## src/stci_pkg.sv

```systemverilog
// package: register map, reset values, command codes and timing for the threshold command issuer
package stci_pkg;

  // ----------------------------------------------------------------
  // register indices (byte address is four times the index)
  // ----------------------------------------------------------------
  localparam logic [3:0] IDX_CTRL = 4'h0;
  localparam logic [3:0] IDX_A_ADDR = 4'h1;
  localparam logic [3:0] IDX_A_CMD = 4'h2;
  localparam logic [3:0] IDX_B_ADDR = 4'h3;
  localparam logic [3:0] IDX_B_CMD = 4'h4;
  localparam logic [3:0] IDX_RISE_THR = 4'h5;
  localparam logic [3:0] IDX_FALL_THR = 4'h6;
  localparam logic [3:0] IDX_RISE_DLY = 4'h7;
  localparam logic [3:0] IDX_FALL_DLY = 4'h8;
  localparam logic [3:0] IDX_REPEAT = 4'h9;
  localparam logic [3:0] IDX_GAIN = 4'ha;
  localparam logic [3:0] IDX_ILK = 4'hb;
  localparam logic [3:0] IDX_SEQ_SEL = 4'hc;
  localparam logic [3:0] IDX_LOW_LEVEL = 4'hd;
  localparam logic [3:0] IDX_STATUS = 4'he;
  localparam int unsigned NUM_CFG = 14;

  // ----------------------------------------------------------------
  // field positions
  // ----------------------------------------------------------------
  localparam int unsigned CTRL_TWO_BYTE = 0;
  localparam int unsigned CTRL_MSG = 1;
  localparam int unsigned CTRL_CUSTOM = 2;
  localparam int unsigned CTRL_RELATIVE = 3;
  localparam logic [7:0] CTRL_MASK = 8'h0f;
  localparam int unsigned SEQ_BINARY = 0;
  localparam int unsigned SEQ_LAST_LEVEL = 1;
  localparam int unsigned SEQ_LOW_LEVEL = 2;

  // ----------------------------------------------------------------
  // reset values
  // ----------------------------------------------------------------
  localparam logic [7:0] RST_CTRL = 8'h01;
  localparam logic [7:0] RST_A_ADDR = 8'hff;
  localparam logic [7:0] RST_A_CMD = 8'h05;
  localparam logic [7:0] RST_B_ADDR = 8'hff;
  localparam logic [7:0] RST_B_CMD = 8'h00;
  localparam logic [7:0] RST_THR = 8'h01;
  localparam logic [7:0] RST_RISE_DLY = 8'h00;
  localparam logic [7:0] RST_FALL_DLY = 8'h14;
  localparam logic [7:0] RST_ZERO = 8'h00;
  localparam logic [7:0] RST_ILK = 8'hff;
  localparam logic [7:0] RST_LOW_LEVEL = 8'h01;

  // ----------------------------------------------------------------
  // addresses, commands, message codes
  // ----------------------------------------------------------------
  localparam logic [7:0] ADDR_BCAST = 8'hff;
  localparam logic [7:0] ADDR_BCAST_ARC = 8'hfe;
  localparam logic [7:0] ILK_NONE = 8'hff;
  localparam logic [7:0] CMD_GOTO_SCENE15 = 8'h1f;
  localparam logic [7:0] CMD_STORE_DTR = 8'h21;
  localparam logic [7:0] CMD_STORE_SCENE15 = 8'h4f;
  localparam logic [7:0] MSG_ACTIVE = 8'h01;
  localparam logic [7:0] MSG_PASSIVE = 8'h00;

  // ----------------------------------------------------------------
  // timing: 15 s tick, four ticks to the minute
  // ----------------------------------------------------------------
  localparam longint unsigned CLK_HZ = 100_000_000;
  localparam longint unsigned TICK_S = 15;
  localparam int unsigned TICK_CYC = 32'(CLK_HZ * TICK_S);
  localparam logic [1:0] TICKS_PER_MIN_LOG2 = 2'h2;

  typedef enum logic [0:0] {
    ST_IDLE = 1'b0,
    ST_SEND = 1'b1
  } stci_state_t;

  function automatic logic [7:0] reset_value(input logic [3:0] idx);
    case (idx)
      IDX_CTRL: reset_value = RST_CTRL;
      IDX_A_ADDR: reset_value = RST_A_ADDR;
      IDX_A_CMD: reset_value = RST_A_CMD;
      IDX_B_ADDR: reset_value = RST_B_ADDR;
      IDX_B_CMD: reset_value = RST_B_CMD;
      IDX_RISE_THR: reset_value = RST_THR;
      IDX_FALL_THR: reset_value = RST_THR;
      IDX_RISE_DLY: reset_value = RST_RISE_DLY;
      IDX_FALL_DLY: reset_value = RST_FALL_DLY;
      IDX_ILK: reset_value = RST_ILK;
      IDX_LOW_LEVEL: reset_value = RST_LOW_LEVEL;
      default: reset_value = RST_ZERO;
    endcase
  endfunction : reset_value

endpackage : stci_pkg

```

## src/stci_issuer.sv

```systemverilog
// module: sensor threshold command issuer with apb register slave
`timescale 1ns/1ps
`default_nettype none

module stci_issuer #(
  parameter int unsigned TICK_CYCLES = stci_pkg::TICK_CYC
) (
  input wire logic i_clk,
  input wire logic i_rst_b,
  input wire logic i_ce,
  input wire logic i_psel,
  input wire logic i_penable,
  input wire logic i_pwrite,
  input wire logic [7:0] i_paddr,
  input wire logic [31:0] i_pwdata,
  output logic [31:0] o_prdata,
  output logic o_pready,
  output logic o_pslverr,
  input wire logic i_sensor_stb,
  input wire logic [7:0] i_sensor,
  input wire logic i_ilk_stb,
  input wire logic [7:0] i_ilk_addr,
  output logic o_fwd_req,
  output logic [7:0] o_fwd_addr,
  output logic [7:0] o_fwd_cmd,
  input wire logic i_fwd_done,
  output logic o_msg_req,
  output logic [7:0] o_msg_b0,
  output logic [7:0] o_msg_b1,
  output logic [7:0] o_msg_b2,
  input wire logic i_msg_done,
  output logic [7:0] o_sensor_gain,
  output logic o_gain_auto,
  output logic o_occupied
);

  // ----------------------------------------------------------------
  // apb slave
  // ----------------------------------------------------------------
  logic [7:0] regs_q [0:13];
  logic [7:0] status;
  logic [3:0] idx;
  logic addr_err;
  logic apb_wr;
  logic pready_q;
  logic pslverr_q;
  logic [31:0] prdata_q;

  assign idx = i_paddr[5:2];
  assign addr_err = (i_paddr[1:0] != 2'h0) || (i_paddr[7:6] != 2'h0) ||
                    (idx > stci_pkg::IDX_STATUS);
  assign apb_wr = i_psel && i_penable && pready_q && i_pwrite && !addr_err;

  // zero wait states: pready rises in the cycle after setup
  always_ff @(posedge i_clk or negedge i_rst_b) begin
    if (!i_rst_b) begin
      pready_q <= 1'b0;
      pslverr_q <= 1'b0;
      prdata_q <= 32'h0;
    end else if (i_ce) begin
      pready_q <= i_psel && !i_penable;
      pslverr_q <= i_psel && !i_penable && addr_err;
      if (i_psel && !i_penable && !i_pwrite) begin
        if (addr_err) begin
          prdata_q <= 32'h0;
        end else if (idx == stci_pkg::IDX_STATUS) begin
          prdata_q <= {24'h0, status};
        end else begin
          prdata_q <= {24'h0, regs_q[idx]};
        end
      end
    end
  end

  always_ff @(posedge i_clk or negedge i_rst_b) begin
    if (!i_rst_b) begin
      for (int i = 0; i < stci_pkg::NUM_CFG; i++) begin
        regs_q[i] <= stci_pkg::reset_value(4'(i));
      end
    end else if (i_ce && apb_wr && idx != stci_pkg::IDX_STATUS) begin
      if (idx == stci_pkg::IDX_CTRL) begin
        regs_q[idx] <= i_pwdata[7:0] & stci_pkg::CTRL_MASK;
      end else begin
        regs_q[idx] <= i_pwdata[7:0];
      end
    end
  end

  assign o_prdata = prdata_q;
  assign o_pready = pready_q;
  assign o_pslverr = pslverr_q;

  logic [7:0] ctrl;
  logic [7:0] seq_sel;
  logic [7:0] thr_a;
  logic [7:0] thr_b;
  logic [7:0] dly_a;
  logic [7:0] dly_b;
  logic [7:0] rpt;
  logic [7:0] ilk;
  assign ctrl = regs_q[stci_pkg::IDX_CTRL];
  assign seq_sel = regs_q[stci_pkg::IDX_SEQ_SEL];
  assign thr_a = regs_q[stci_pkg::IDX_RISE_THR];
  assign thr_b = regs_q[stci_pkg::IDX_FALL_THR];
  assign dly_a = regs_q[stci_pkg::IDX_RISE_DLY];
  assign dly_b = regs_q[stci_pkg::IDX_FALL_DLY];
  assign rpt = regs_q[stci_pkg::IDX_REPEAT];
  assign ilk = regs_q[stci_pkg::IDX_ILK];
  assign o_sensor_gain = regs_q[stci_pkg::IDX_GAIN];

  // ----------------------------------------------------------------
  // sensor sampling and threshold detection
  // ----------------------------------------------------------------
  logic [7:0] sensor_q;
  logic [7:0] ref_q;
  logic evt_rise;
  logic evt_fall;
  logic ilk_hit;
  logic [8:0] ref_up;
  logic [8:0] cur_down;

  assign ref_up = {1'b0, ref_q} + {1'b0, thr_a};
  assign cur_down = {1'b0, i_sensor} + {1'b0, thr_b};

  always_comb begin
    evt_rise = 1'b0;
    evt_fall = 1'b0;
    if (i_sensor_stb) begin
      if (seq_sel[stci_pkg::SEQ_BINARY]) begin
        evt_rise = (thr_a != 8'h0) && !sensor_q[0] && i_sensor[0];
        evt_fall = (thr_b != 8'h0) && sensor_q[0] && !i_sensor[0];
      end else if (ctrl[stci_pkg::CTRL_RELATIVE]) begin
        evt_rise = (thr_a != 8'h0) && ({1'b0, i_sensor} >= ref_up);
        evt_fall = (thr_b != 8'h0) && (cur_down <= {1'b0, ref_q});
      end else begin
        evt_rise = (sensor_q < thr_a) && (i_sensor >= thr_a);
        evt_fall = (sensor_q > thr_b) && (i_sensor <= thr_b);
      end
    end
  end

  // only a message from the assigned controller counts; 255 disables it
  assign ilk_hit = i_ilk_stb && (ilk != stci_pkg::ILK_NONE) && (i_ilk_addr == ilk);

  // the relative reference moves only when a step fires, so slow drift accumulates
  always_ff @(posedge i_clk or negedge i_rst_b) begin
    if (!i_rst_b) begin
      sensor_q <= 8'h0;
      ref_q <= 8'h0;
    end else if (i_ce && i_sensor_stb) begin
      sensor_q <= i_sensor;
      if (evt_rise || evt_fall || !ctrl[stci_pkg::CTRL_RELATIVE]) begin
        ref_q <= i_sensor;
      end
    end
  end

  // ----------------------------------------------------------------
  // 15 s timebase
  // ----------------------------------------------------------------
  logic [31:0] tick_cnt_q;
  logic tick_q;

  always_ff @(posedge i_clk or negedge i_rst_b) begin
    if (!i_rst_b) begin
      tick_cnt_q <= 32'h0;
      tick_q <= 1'b0;
    end else if (i_ce) begin
      tick_q <= (tick_cnt_q == 32'(TICK_CYCLES - 1));
      if (tick_cnt_q == 32'(TICK_CYCLES - 1)) begin
        tick_cnt_q <= 32'h0;
      end else begin
        tick_cnt_q <= tick_cnt_q + 32'h1;
      end
    end
  end

  // ----------------------------------------------------------------
  // trigger delays
  // ----------------------------------------------------------------
  logic pend_a_q;
  logic pend_b_q;
  logic [7:0] cnt_a_q;
  logic [9:0] cnt_b_q;
  logic fire_a;
  logic fire_b;
  logic occ_q;

  assign fire_a = (evt_rise && dly_a == 8'h0) ||
                  (pend_a_q && tick_q && cnt_a_q == 8'h1 && !evt_fall);
  assign fire_b = (evt_fall && !evt_rise && dly_b == 8'h0) ||
                  (pend_b_q && tick_q && cnt_b_q == 10'h1 && !evt_rise && !ilk_hit);

  always_ff @(posedge i_clk or negedge i_rst_b) begin
    if (!i_rst_b) begin
      pend_a_q <= 1'b0;
      cnt_a_q <= 8'h0;
    end else if (i_ce) begin
      if (evt_rise) begin
        pend_a_q <= (dly_a != 8'h0);
        cnt_a_q <= dly_a;
      end else if (evt_fall) begin
        pend_a_q <= 1'b0;
      end else if (pend_a_q && tick_q) begin
        cnt_a_q <= cnt_a_q - 8'h1;
        pend_a_q <= (cnt_a_q != 8'h1);
      end
    end
  end

  // renewed occupancy cancels the vacancy wait; an interlock message restarts it
  always_ff @(posedge i_clk or negedge i_rst_b) begin
    if (!i_rst_b) begin
      pend_b_q <= 1'b0;
      cnt_b_q <= 10'h0;
    end else if (i_ce) begin
      if (evt_rise) begin
        pend_b_q <= 1'b0;
      end else if (evt_fall) begin
        pend_b_q <= (dly_b != 8'h0);
        cnt_b_q <= {dly_b, stci_pkg::TICKS_PER_MIN_LOG2 & 2'h0};
      end else if (ilk_hit && pend_b_q) begin
        cnt_b_q <= {dly_b, 2'h0};
      end else if (pend_b_q && tick_q) begin
        cnt_b_q <= cnt_b_q - 10'h1;
        pend_b_q <= (cnt_b_q != 10'h1);
      end
    end
  end

  always_ff @(posedge i_clk or negedge i_rst_b) begin
    if (!i_rst_b) begin
      occ_q <= 1'b0;
    end else if (i_ce) begin
      if (evt_rise) begin
        occ_q <= 1'b1;
      end else if (fire_b) begin
        occ_q <= 1'b0;
      end
    end
  end

  // ----------------------------------------------------------------
  // forward frame sequencer
  // ----------------------------------------------------------------
  stci_pkg::stci_state_t st_q;
  logic kind_q;
  logic [1:0] step_q;
  logic req_a_q;
  logic req_b_q;
  logic fwd_req_q;
  logic [7:0] fwd_addr_q;
  logic [7:0] fwd_cmd_q;
  logic two_en;
  logic last_lvl;
  logic low_lvl;
  logic take;
  logic sel_kind;
  logic [1:0] sel_step;
  logic [1:0] last_step;
  logic [15:0] frame;

  // a broadcast-arc pattern carries the measured level in absolute mode
  function automatic logic [15:0] pattern(input logic [7:0] a, input logic [7:0] c,
                                          input logic rel, input logic [7:0] lvl);
    if (a == stci_pkg::ADDR_BCAST_ARC && !rel) begin
      pattern = {a, lvl};
    end else begin
      pattern = {a, c};
    end
  endfunction : pattern

  assign two_en = ctrl[stci_pkg::CTRL_TWO_BYTE];
  assign last_lvl = ctrl[stci_pkg::CTRL_CUSTOM] && seq_sel[stci_pkg::SEQ_LAST_LEVEL];
  assign low_lvl = ctrl[stci_pkg::CTRL_CUSTOM] && seq_sel[stci_pkg::SEQ_LOW_LEVEL] &&
                   !seq_sel[stci_pkg::SEQ_LAST_LEVEL];
  assign take = (st_q == stci_pkg::ST_IDLE) && (req_a_q || req_b_q) && two_en;

  always_comb begin
    sel_kind = (st_q == stci_pkg::ST_IDLE) ? !req_a_q : kind_q;
    sel_step = (st_q == stci_pkg::ST_IDLE) ? 2'h0 : step_q + 2'h1;
    if (kind_q) begin
      last_step = last_lvl ? 2'h3 : (low_lvl ? 2'h1 : 2'h0);
    end else begin
      last_step = last_lvl ? 2'h1 : 2'h0;
    end
    frame = pattern(regs_q[stci_pkg::IDX_A_ADDR], regs_q[stci_pkg::IDX_A_CMD],
                    ctrl[stci_pkg::CTRL_RELATIVE], sensor_q);
    if (!sel_kind) begin
      if (last_lvl && sel_step == 2'h1) begin
        frame = {stci_pkg::ADDR_BCAST, stci_pkg::CMD_GOTO_SCENE15};
      end
    end else if (last_lvl) begin
      unique case (sel_step)
        2'h0: frame = {stci_pkg::ADDR_BCAST, stci_pkg::CMD_STORE_DTR};
        2'h1: frame = {stci_pkg::ADDR_BCAST, stci_pkg::CMD_STORE_SCENE15};
        2'h2: frame = {stci_pkg::ADDR_BCAST, stci_pkg::CMD_STORE_SCENE15};
        2'h3: frame = pattern(regs_q[stci_pkg::IDX_B_ADDR], regs_q[stci_pkg::IDX_B_CMD],
                              ctrl[stci_pkg::CTRL_RELATIVE], sensor_q);
      endcase
    end else if (low_lvl && sel_step == 2'h0) begin
      frame = {stci_pkg::ADDR_BCAST_ARC, regs_q[stci_pkg::IDX_LOW_LEVEL]};
    end else begin
      frame = pattern(regs_q[stci_pkg::IDX_B_ADDR], regs_q[stci_pkg::IDX_B_CMD],
                      ctrl[stci_pkg::CTRL_RELATIVE], sensor_q);
    end
  end

  // a request raised in the take cycle survives: set wins over clear
  always_ff @(posedge i_clk or negedge i_rst_b) begin
    if (!i_rst_b) begin
      req_a_q <= 1'b0;
      req_b_q <= 1'b0;
    end else if (i_ce) begin
      req_a_q <= fire_a || (req_a_q && two_en && !(take && !sel_kind));
      req_b_q <= fire_b || (req_b_q && two_en && !(take && sel_kind));
    end
  end

  // the next frame is loaded only after the current one is reported done
  always_ff @(posedge i_clk or negedge i_rst_b) begin
    if (!i_rst_b) begin
      st_q <= stci_pkg::ST_IDLE;
      kind_q <= 1'b0;
      step_q <= 2'h0;
      fwd_req_q <= 1'b0;
      fwd_addr_q <= 8'h0;
      fwd_cmd_q <= 8'h0;
    end else if (i_ce) begin
      unique case (st_q)
        stci_pkg::ST_IDLE: begin
          if (take) begin
            st_q <= stci_pkg::ST_SEND;
            kind_q <= sel_kind;
            step_q <= 2'h0;
            fwd_req_q <= 1'b1;
            {fwd_addr_q, fwd_cmd_q} <= frame;
          end
        end
        stci_pkg::ST_SEND: begin
          if (i_fwd_done) begin
            if (step_q == last_step) begin
              st_q <= stci_pkg::ST_IDLE;
              fwd_req_q <= 1'b0;
            end else begin
              step_q <= sel_step;
              {fwd_addr_q, fwd_cmd_q} <= frame;
            end
          end
        end
      endcase
    end
  end

  assign o_fwd_req = fwd_req_q;
  assign o_fwd_addr = fwd_addr_q;
  assign o_fwd_cmd = fwd_cmd_q;
  assign o_occupied = occ_q;

  // ----------------------------------------------------------------
  // three-byte messages to other controllers
  // ----------------------------------------------------------------
  logic msg_req_q;
  logic msg_pend_q;
  logic [7:0] last_evt_q;
  logic [7:0] evt_code;
  logic [9:0] rep_cnt_q;
  logic rep_fire;
  logic msg_new;
  logic gain_auto_q;

  assign evt_code = fire_a ? stci_pkg::MSG_ACTIVE : (fire_b ? stci_pkg::MSG_PASSIVE : last_evt_q);
  assign rep_fire = tick_q && (rpt != 8'h0) && (rep_cnt_q <= 10'h1);
  assign msg_new = ctrl[stci_pkg::CTRL_MSG] && (fire_a || fire_b || rep_fire || msg_pend_q);

  always_ff @(posedge i_clk or negedge i_rst_b) begin
    if (!i_rst_b) begin
      rep_cnt_q <= 10'h0;
      last_evt_q <= stci_pkg::MSG_PASSIVE;
    end else if (i_ce) begin
      last_evt_q <= evt_code;
      if (fire_a || fire_b || rep_fire) begin
        rep_cnt_q <= {rpt, 2'h0};
      end else if (tick_q && rep_cnt_q != 10'h0) begin
        rep_cnt_q <= rep_cnt_q - 10'h1;
      end
    end
  end

  // the bytes stand until the transmitter takes them; a newer event waits
  always_ff @(posedge i_clk or negedge i_rst_b) begin
    if (!i_rst_b) begin
      msg_req_q <= 1'b0;
      msg_pend_q <= 1'b0;
      o_msg_b0 <= 8'h0;
      o_msg_b1 <= 8'h0;
      o_msg_b2 <= 8'h0;
    end else if (i_ce) begin
      if (msg_new && (!msg_req_q || i_msg_done)) begin
        msg_req_q <= 1'b1;
        msg_pend_q <= 1'b0;
        o_msg_b0 <= ilk;
        o_msg_b1 <= evt_code;
        // report the sample that fired, not the one before it
        o_msg_b2 <= i_sensor_stb ? i_sensor : sensor_q;
      end else begin
        if (i_msg_done) begin
          msg_req_q <= 1'b0;
        end
        msg_pend_q <= msg_new && ctrl[stci_pkg::CTRL_MSG];
      end
    end
  end

  always_ff @(posedge i_clk or negedge i_rst_b) begin
    if (!i_rst_b) begin
      gain_auto_q <= 1'b1;
    end else if (i_ce) begin
      gain_auto_q <= (regs_q[stci_pkg::IDX_GAIN] == 8'h0);
    end
  end

  assign o_msg_req = msg_req_q;
  assign o_gain_auto = gain_auto_q;
  assign status = {2'h0, msg_req_q, req_b_q, req_a_q, pend_b_q, pend_a_q, occ_q};
endmodule : stci_issuer

`default_nettype wire

```

## config.mk

```make
export PLATFORM = sky130hd
export DESIGN_NAME = stci_issuer
export DESIGN_NICKNAME = d
export VERILOG_FILES = /design/src/stci_pkg.sv /design/src/stci_issuer.sv
export SDC_FILE = /design/constraint.sdc
export NUM_CORES = 1
export LEC_CHECK = 0
export ABC_AREA = 0
export BUFFER_PORTS_ARGS = -buffer_cell sky130_fd_sc_hd__buf_2
export CAP_MARGIN = 10
export CORE_ASPECT_RATIO = 1.5
export CORE_UTILIZATION = 38
export DETAILED_ROUTE_END_ITERATION = 10
export GPL_TIMING_DRIVEN = 0
export MAX_ROUTING_LAYER = met4
export PLACE_DENSITY = 0.53
export SETUP_SLACK_MARGIN = 0.2
export SYNTH_ARGS = -nofsm -noshare
export SYNTH_HDL_FRONTEND = slang
export SYNTH_SLANG_ARGS = --single-unit
```

## constraint.sdc

```tcl
create_clock -name i_clk -period 9.9 [get_ports i_clk]
set_clock_uncertainty 0.1 [all_clocks]
set_input_delay 1.98 -clock i_clk [delete_from_list [all_inputs] [get_ports i_clk]]
set_output_delay 1.98 -clock i_clk [all_outputs]
set_load 0.01 [all_outputs]
```

### Word-level counts from Yosys, hierarchy flattened

Cells that the tools add are included.

* bits of input ports: 66
* word-level logic and storage cells: 271
* output and inout bits: 86
* register bits: 284

* $add $sub $neg: 7
* muxes and demuxes: 73
* bitwise logic cells: 3
* order comparisons: 10
* equal/unequal tests: 21
* reduce and logical (&&, ||, !) cells: 115

Operators with widths (count)
* $bwmux W112: 2
* $mux W8: 18
* $mux W112: 1
* $mux W16: 4
* $mux W32: 2
* $logic_and A1 B1 Y1: 53
* $mux W10: 5
* $pmux W16 S3: 1
* $reduce_bool A8 Y1: 5
* $add A32 B1 Y32 const B: 1
* $bmux W8 S4: 1
* $demux W8 S4: 1
* $eq A32 B31 Y1 const B: 1
* $pmux W8 S2: 2
* $mux W1: 27
* $logic_not A8 Y1: 3
* $sub A10 B1 Y10 const B: 2
* $add A8 B8 Y9: 2
* $eq A8 B8 Y1 const B: 2
* $logic_not A1 Y1: 15
* $reduce_and A2 Y1: 7
* $logic_or A1 B1 Y1: 13
* $mux W2: 6
* $reduce_and A3 Y1: 4
* 37 further kinds: 51

### Logic depth before layout (Yosys ltp)

* depth after elaboration: 17
* depth in mapped cells: 21
* depth with buffers taken out: 19

### Worst setup path before layout

No wires, ideal clock.

* path type: input to register
* start point: input port i_sensor[0]
* end point: register o_msg_b0[0]
* slack: 4417 ps
* cell stages on the path: 17
* data arrival time: 5258 ps
* data required time: 9675 ps
* setup time: 125 ps
* path buffers: 1
* cell sequence: ha_1 > inv_1 > fa_1 > o21bai_1 > a221oi_1 > nor2b_1 > xnor2_1 > ha_1 > a2111oi_0 > o21ai_0 > o211ai_1 > nor3b_2 > a22o_1 > o21ai_2 > a31oi_4 > buf_12 > mux2_4

* cells in the longest elaborated chain, start to end: 15
* elaborated cells between the ends (all ways): 34
* those cells by class: add/sub: 1; order compare: 4; mux: 6; reduce/logical: 23

RTL lines
* start, declared: line stci_issuer.sv:20 `input wire logic [7:0] i_sensor,`
* $add A8 B8 Y9, or another cell as far along: line stci_issuer.sv:123 `assign cur_down = {1'b0, i_sensor} + {1'b0, thr_b};`
* $le A9 B8 Y1, or another cell as far along: line stci_issuer.sv:134 `evt_fall = (thr_b != 8'h0) && (cur_down <= {1'b0, ref_q});`
* $logic_and A1 B1 Y1 / $mux W1 (equally long branches): line stci_issuer.sv:134, stci_issuer.sv:132
* $mux W1, on equally long branches: line stci_issuer.sv:132, stci_issuer.sv:129
* $mux W1, on equally long branches: line stci_issuer.sv:129, stci_issuer.sv:128
* $mux W1 / $logic_not A1 Y1 (equally long branches): line stci_issuer.sv:128, stci_issuer.sv:191, stci_issuer.sv:192
* $logic_not A1 Y1, or another cell as far along: line stci_issuer.sv:190 `(pend_a_q && tick_q && cnt_a_q == 8'h1 && !evt_fall);`
* $logic_and A1 B1 Y1, on equally long branches: line stci_issuer.sv:190, stci_issuer.sv:191, stci_issuer.sv:192
* $logic_or A1 B1 Y1, on equally long branches: line stci_issuer.sv:189, stci_issuer.sv:191
* $logic_or A1 B1 Y1 (*) (3 in a row): line stci_issuer.sv:374 `assign msg_new = ctrl[stci_pkg::CTRL_MSG] && (fire_a || fire_b || rep_fire || msg_pend_q);`
* $logic_and A1 B1 Y1 (*): line stci_issuer.sv:374
* $logic_and A1 B1 Y1 (*): line stci_issuer.sv:399 `if (msg_new && (!msg_req_q || i_msg_done)) begin`
* $reduce_and A2 Y1 (no line) (*)
* end signal, assigned: line stci_issuer.sv:402 `o_msg_b0 <= ilk;`
* end, declared: line stci_issuer.sv:28 `output logic [7:0] o_msg_b0,`

Every way passes the cells marked *; elsewhere a longest branch is shown, timed or not.
A chain may end at the register's enable or synchronous reset.

### Worst setup path after layout

* start point: input port i_sensor[0]
* end point: register o_msg_b2[4]

* cells in the longest elaborated chain, start to end: 15
* elaborated cells between the ends (all ways): 34
* those cells by class: add/sub: 1; order compare: 4; mux: 6; reduce/logical: 23

RTL lines
* $add A8 B8 Y9, or another cell as far along: line stci_issuer.sv:123
* $le A9 B8 Y1, or another cell as far along: line stci_issuer.sv:134
* $logic_and A1 B1 Y1 / $mux W1 (equally long branches): line stci_issuer.sv:134, stci_issuer.sv:132
* $mux W1, on equally long branches: line stci_issuer.sv:132, stci_issuer.sv:129
* $mux W1, on equally long branches: line stci_issuer.sv:129, stci_issuer.sv:128
* $mux W1 / $logic_not A1 Y1 (equally long branches): line stci_issuer.sv:128, stci_issuer.sv:191, stci_issuer.sv:192
* $logic_not A1 Y1, or another cell as far along: line stci_issuer.sv:190
* $logic_and A1 B1 Y1, on equally long branches: line stci_issuer.sv:190, stci_issuer.sv:191, stci_issuer.sv:192
* $logic_or A1 B1 Y1, on equally long branches: line stci_issuer.sv:189, stci_issuer.sv:191
* $logic_or A1 B1 Y1 (*) (3 in a row): line stci_issuer.sv:374
* $logic_and A1 B1 Y1 (*): line stci_issuer.sv:374
* $logic_and A1 B1 Y1 (*): line stci_issuer.sv:399
* $reduce_and A2 Y1 (no line) (*)
* end signal, assigned: line stci_issuer.sv:405 `o_msg_b2 <= i_sensor_stb ? i_sensor : sensor_q;`
* end, declared: line stci_issuer.sv:30 `output logic [7:0] o_msg_b2,`

Marks and branches as above.

==> reports/qor.yml <==
rows: 89
place_area_sq_mm: 0.0166
fillers: 3869
worstPathRequired_ps: 10250
final_cell_mix: "227 x dfrtp_1, 143 x nand2_1, 119 x buf_2"
ys_types: 91
synth-xor-area-share_pct: 2.75
h-tree-depth: 1
clk_pin_slew_ps: 60
drv_slew: 0
drive_gt1_share_pct: 26.1
power_density_mw_per_mm2: 157
wl_met2_mm: 23.9
cts_buffer_depth: 3
ios: 152
cts.sinks: 260
setup-tns-final_ps: 0
finalSetupViolations: 0
worst-path-max-fanout: 10
syn-cell-area_sq_mm: 0.0153
internal-power_mw: 2.00
synthAdderAreaFrac_pct: 6.31
dp_hpwl_mm: 35.8
antenna_found_initial: 2
routed_wl_mm: 46.6
wire_per_inst_microns: 21.6
core_sq_mm: 0.0395
pwr-share-seq_pct: 44.4
fin_area_sq_mm: 0.0176
crit_slowest_cell: "a2111oi_0"
drt-met1-wl_mm: 17.9
cp.arrival_ps: 6590
initial_utilization_pct: 38.7
synth_edf_count: 0
critPathTopFamily: "compound AO/OA/AOI/OAI gates"
cts_root_buf: "clkbuf_16"
vias_per_cell: 5.54
firstDrtPassIters: 8
pwr-share-clk_pct: 40.7
die_w_microns: 166
cap_violations: 0
cts_setup_buffers: 0
crit_top_cell: "ha_1"
worst_slew_pin_slew_ps: 860
max_slew_margin_pct: 42.4
startpoint_type: "input pin"
yosys_register_bits: 260
power.leakage_nw: 8.07
synth_flop_cell: "dfrtp_1"
min_period_over_period_pct: 63.0
failed_checks: "design-rule violations"
clock_latency_ps: 570
numCtsBuffers: 28
switching_share_pct: 27.9
dieHeight_microns: 248
async_flop_share_pct: 100
drt_iter0_markers: 668
ys_seq_area_share_pct: 42.8
drc: 11
p_switching_mw: 0.771
grt_pass1_wl_mm: 71.3
crit_buf_inv: 3
hold_viol_final: 0
syn-instance-count: 1471
yosys.area_share.simple_pct: 14.8
vias: 11900
ant_nets: 0
outcome: "finished, violations left"
track_usage_pct: 23.6
rsz0062_at_grt: "no"
cts_tree: "done"
fmax_mhz: 160
crit_chain: "buf_2 > ha_1 > inv_1 > fa_1 > o21bai_1 > a221oi_1 > nor2b_1 > xnor2_1 > ha_1 > a2111oi_0 > o21ai_0 > o211ai_1 > nor3b_2 > a22o_1 > o21ai_2 > a31oi_4 > buf_12 > mux2_4"
ctsHoldBuffers: 0
avgSynthCellArea_sq_um: 10.4
port_buffers: 101
route.met3.wl_mm: 2.09
yosysWarningCount: 0
max_stage_delay_ps: 500
syn2layout_area_growth_pct: 14.9
grt_overflow: 0
cts_resized: 0
grt_pass1_vias: 12100
worstSetupPathType: "input pin to register"
die_area_sq_mm: 0.0411
critPathCaptureType: "register"
grt_max_degree: 119
hold_path.class: "register to register"
synth_top_family_by_area: "multiplexers"
p_comb_share_pct: 15.0
fin_nets: 1769
top_layer: "met4"
vdd_drop_max_mv: 0.121
layout_commonest_cell: "dfrtp_1"
synth_mux_area_share_pct: 15.7
synth-compound-area-share_pct: 12.5
min_period_ps: 6240
globalplace.congestion: 0.927
-- power groups by stage --
stage	registers (mW)	logic (mW)	clock network, mW
finish	1.23	0.414	1.13
detailed placement	1.25	0.416	0
floorplan	1.23	0.258	0
global route	1.23	0.467	1.19
CTS	1.23	0.418	1.16
global placement	1.24	0.405	0
-- worst reg2reg max path: stages, from the launching register on --
cell and delay, ps:
dfstp_2 630, ha_1 200, inv_1 50, fa_1 400, o21bai_1 230, a221oi_1 160, nor2b_1 170, xnor2_1 170
ha_1 280, a2111oi_0 500, o21ai_0 160, o211ai_1 220, nor3b_2 500, a22o_1 280, o21ai_2 90, a31oi_4 500
buf_12 240, mux2_4 310
-- routing by layer --
metal,GRT usage (%),up-vias
met2,41.9,311
met1,25.4,5895
met5,-,-
met3,3.24,116
li1,-,5585
met4,13.4,0
-- Yosys cell counts, types with 24 or more instances --
library cell,number,area share [%]
a21oi_1,61,2.0
buf_4,34,1.7
clkbuf_1,29,0.71
dfrtp_1,227,37
dfstp_2,33,5.7
ha_1,74,6.1
inv_1,73,1.8
mux2_2,114,8.4
mux2i_1,24,1.6
mux4_2,30,4.4
nand2_1,143,3.5
nand3_1,42,1.4
nand4_1,27,1.1
nor2_1,95,2.3
o21ai_0,93,3.0
xnor2_1,29,1.7
-- final cells by class --
| cell class | instances | area [sq um] | area share (%) |
|---|---|---|---|
| Sequential cell | 260 | 6550 | 37.3 |
| Timing Repair Buffer | 103 | 571 | 3.25 |
| Inverter | 73 | 274 | 1.56 |
| Multi-Input combinational cell | 1072 | 8040 | 45.7 |
| Buffer | 89 | 527 | 3.00 |
| Clock inverter | 9 | 149 | 0.847 |
| Antenna cell | 2 | 5.00 | 0.0285 |
| Clock buffer | 43 | 838 | 4.77 |
| Tap cell | 500 | 626 | 3.56 |
-- cell families after synthesis --
group	count (synthesis)
flops	260
compound gates	293
simple gates	450
xor+xnor	48
other cells	1
mux	181
buf+inv	162
fa+ha+maj	76
-- worst paths after layout --
kind                                 from             end  slack (ps)  depth (start not counted)
max                           i_sensor[0]     o_msg_b2[4]        3660                         18
min                        tick_cnt_q[31]  tick_cnt_q[31]         370                          1
max reg2reg                      register     o_msg_b2[4]        4590                         17
min reg2reg                tick_cnt_q[31]  tick_cnt_q[31]         370                          1
max in group asynchronous         i_rst_b     o_msg_b2[6]        7590                          2
min in group asynchronous         i_rst_b      seq_sel[4]        1180                          1
-- through the flow --
stage	utilization, %	hold WS, ps	cells	worst slack (ps)	total power, mW
after floorplan	-	343	1494	4420	1.48
after global placement	41.8	362	2095	1810	1.65
after detailed placement	41.9	364	2097	3140	1.66
after CTS	44.4	373	2149	3720	2.80
after global routing	44.5	393	2151	3370	2.90
final	44.5	368	2151	3660	2.77
(Power assumes the default switching activity.)
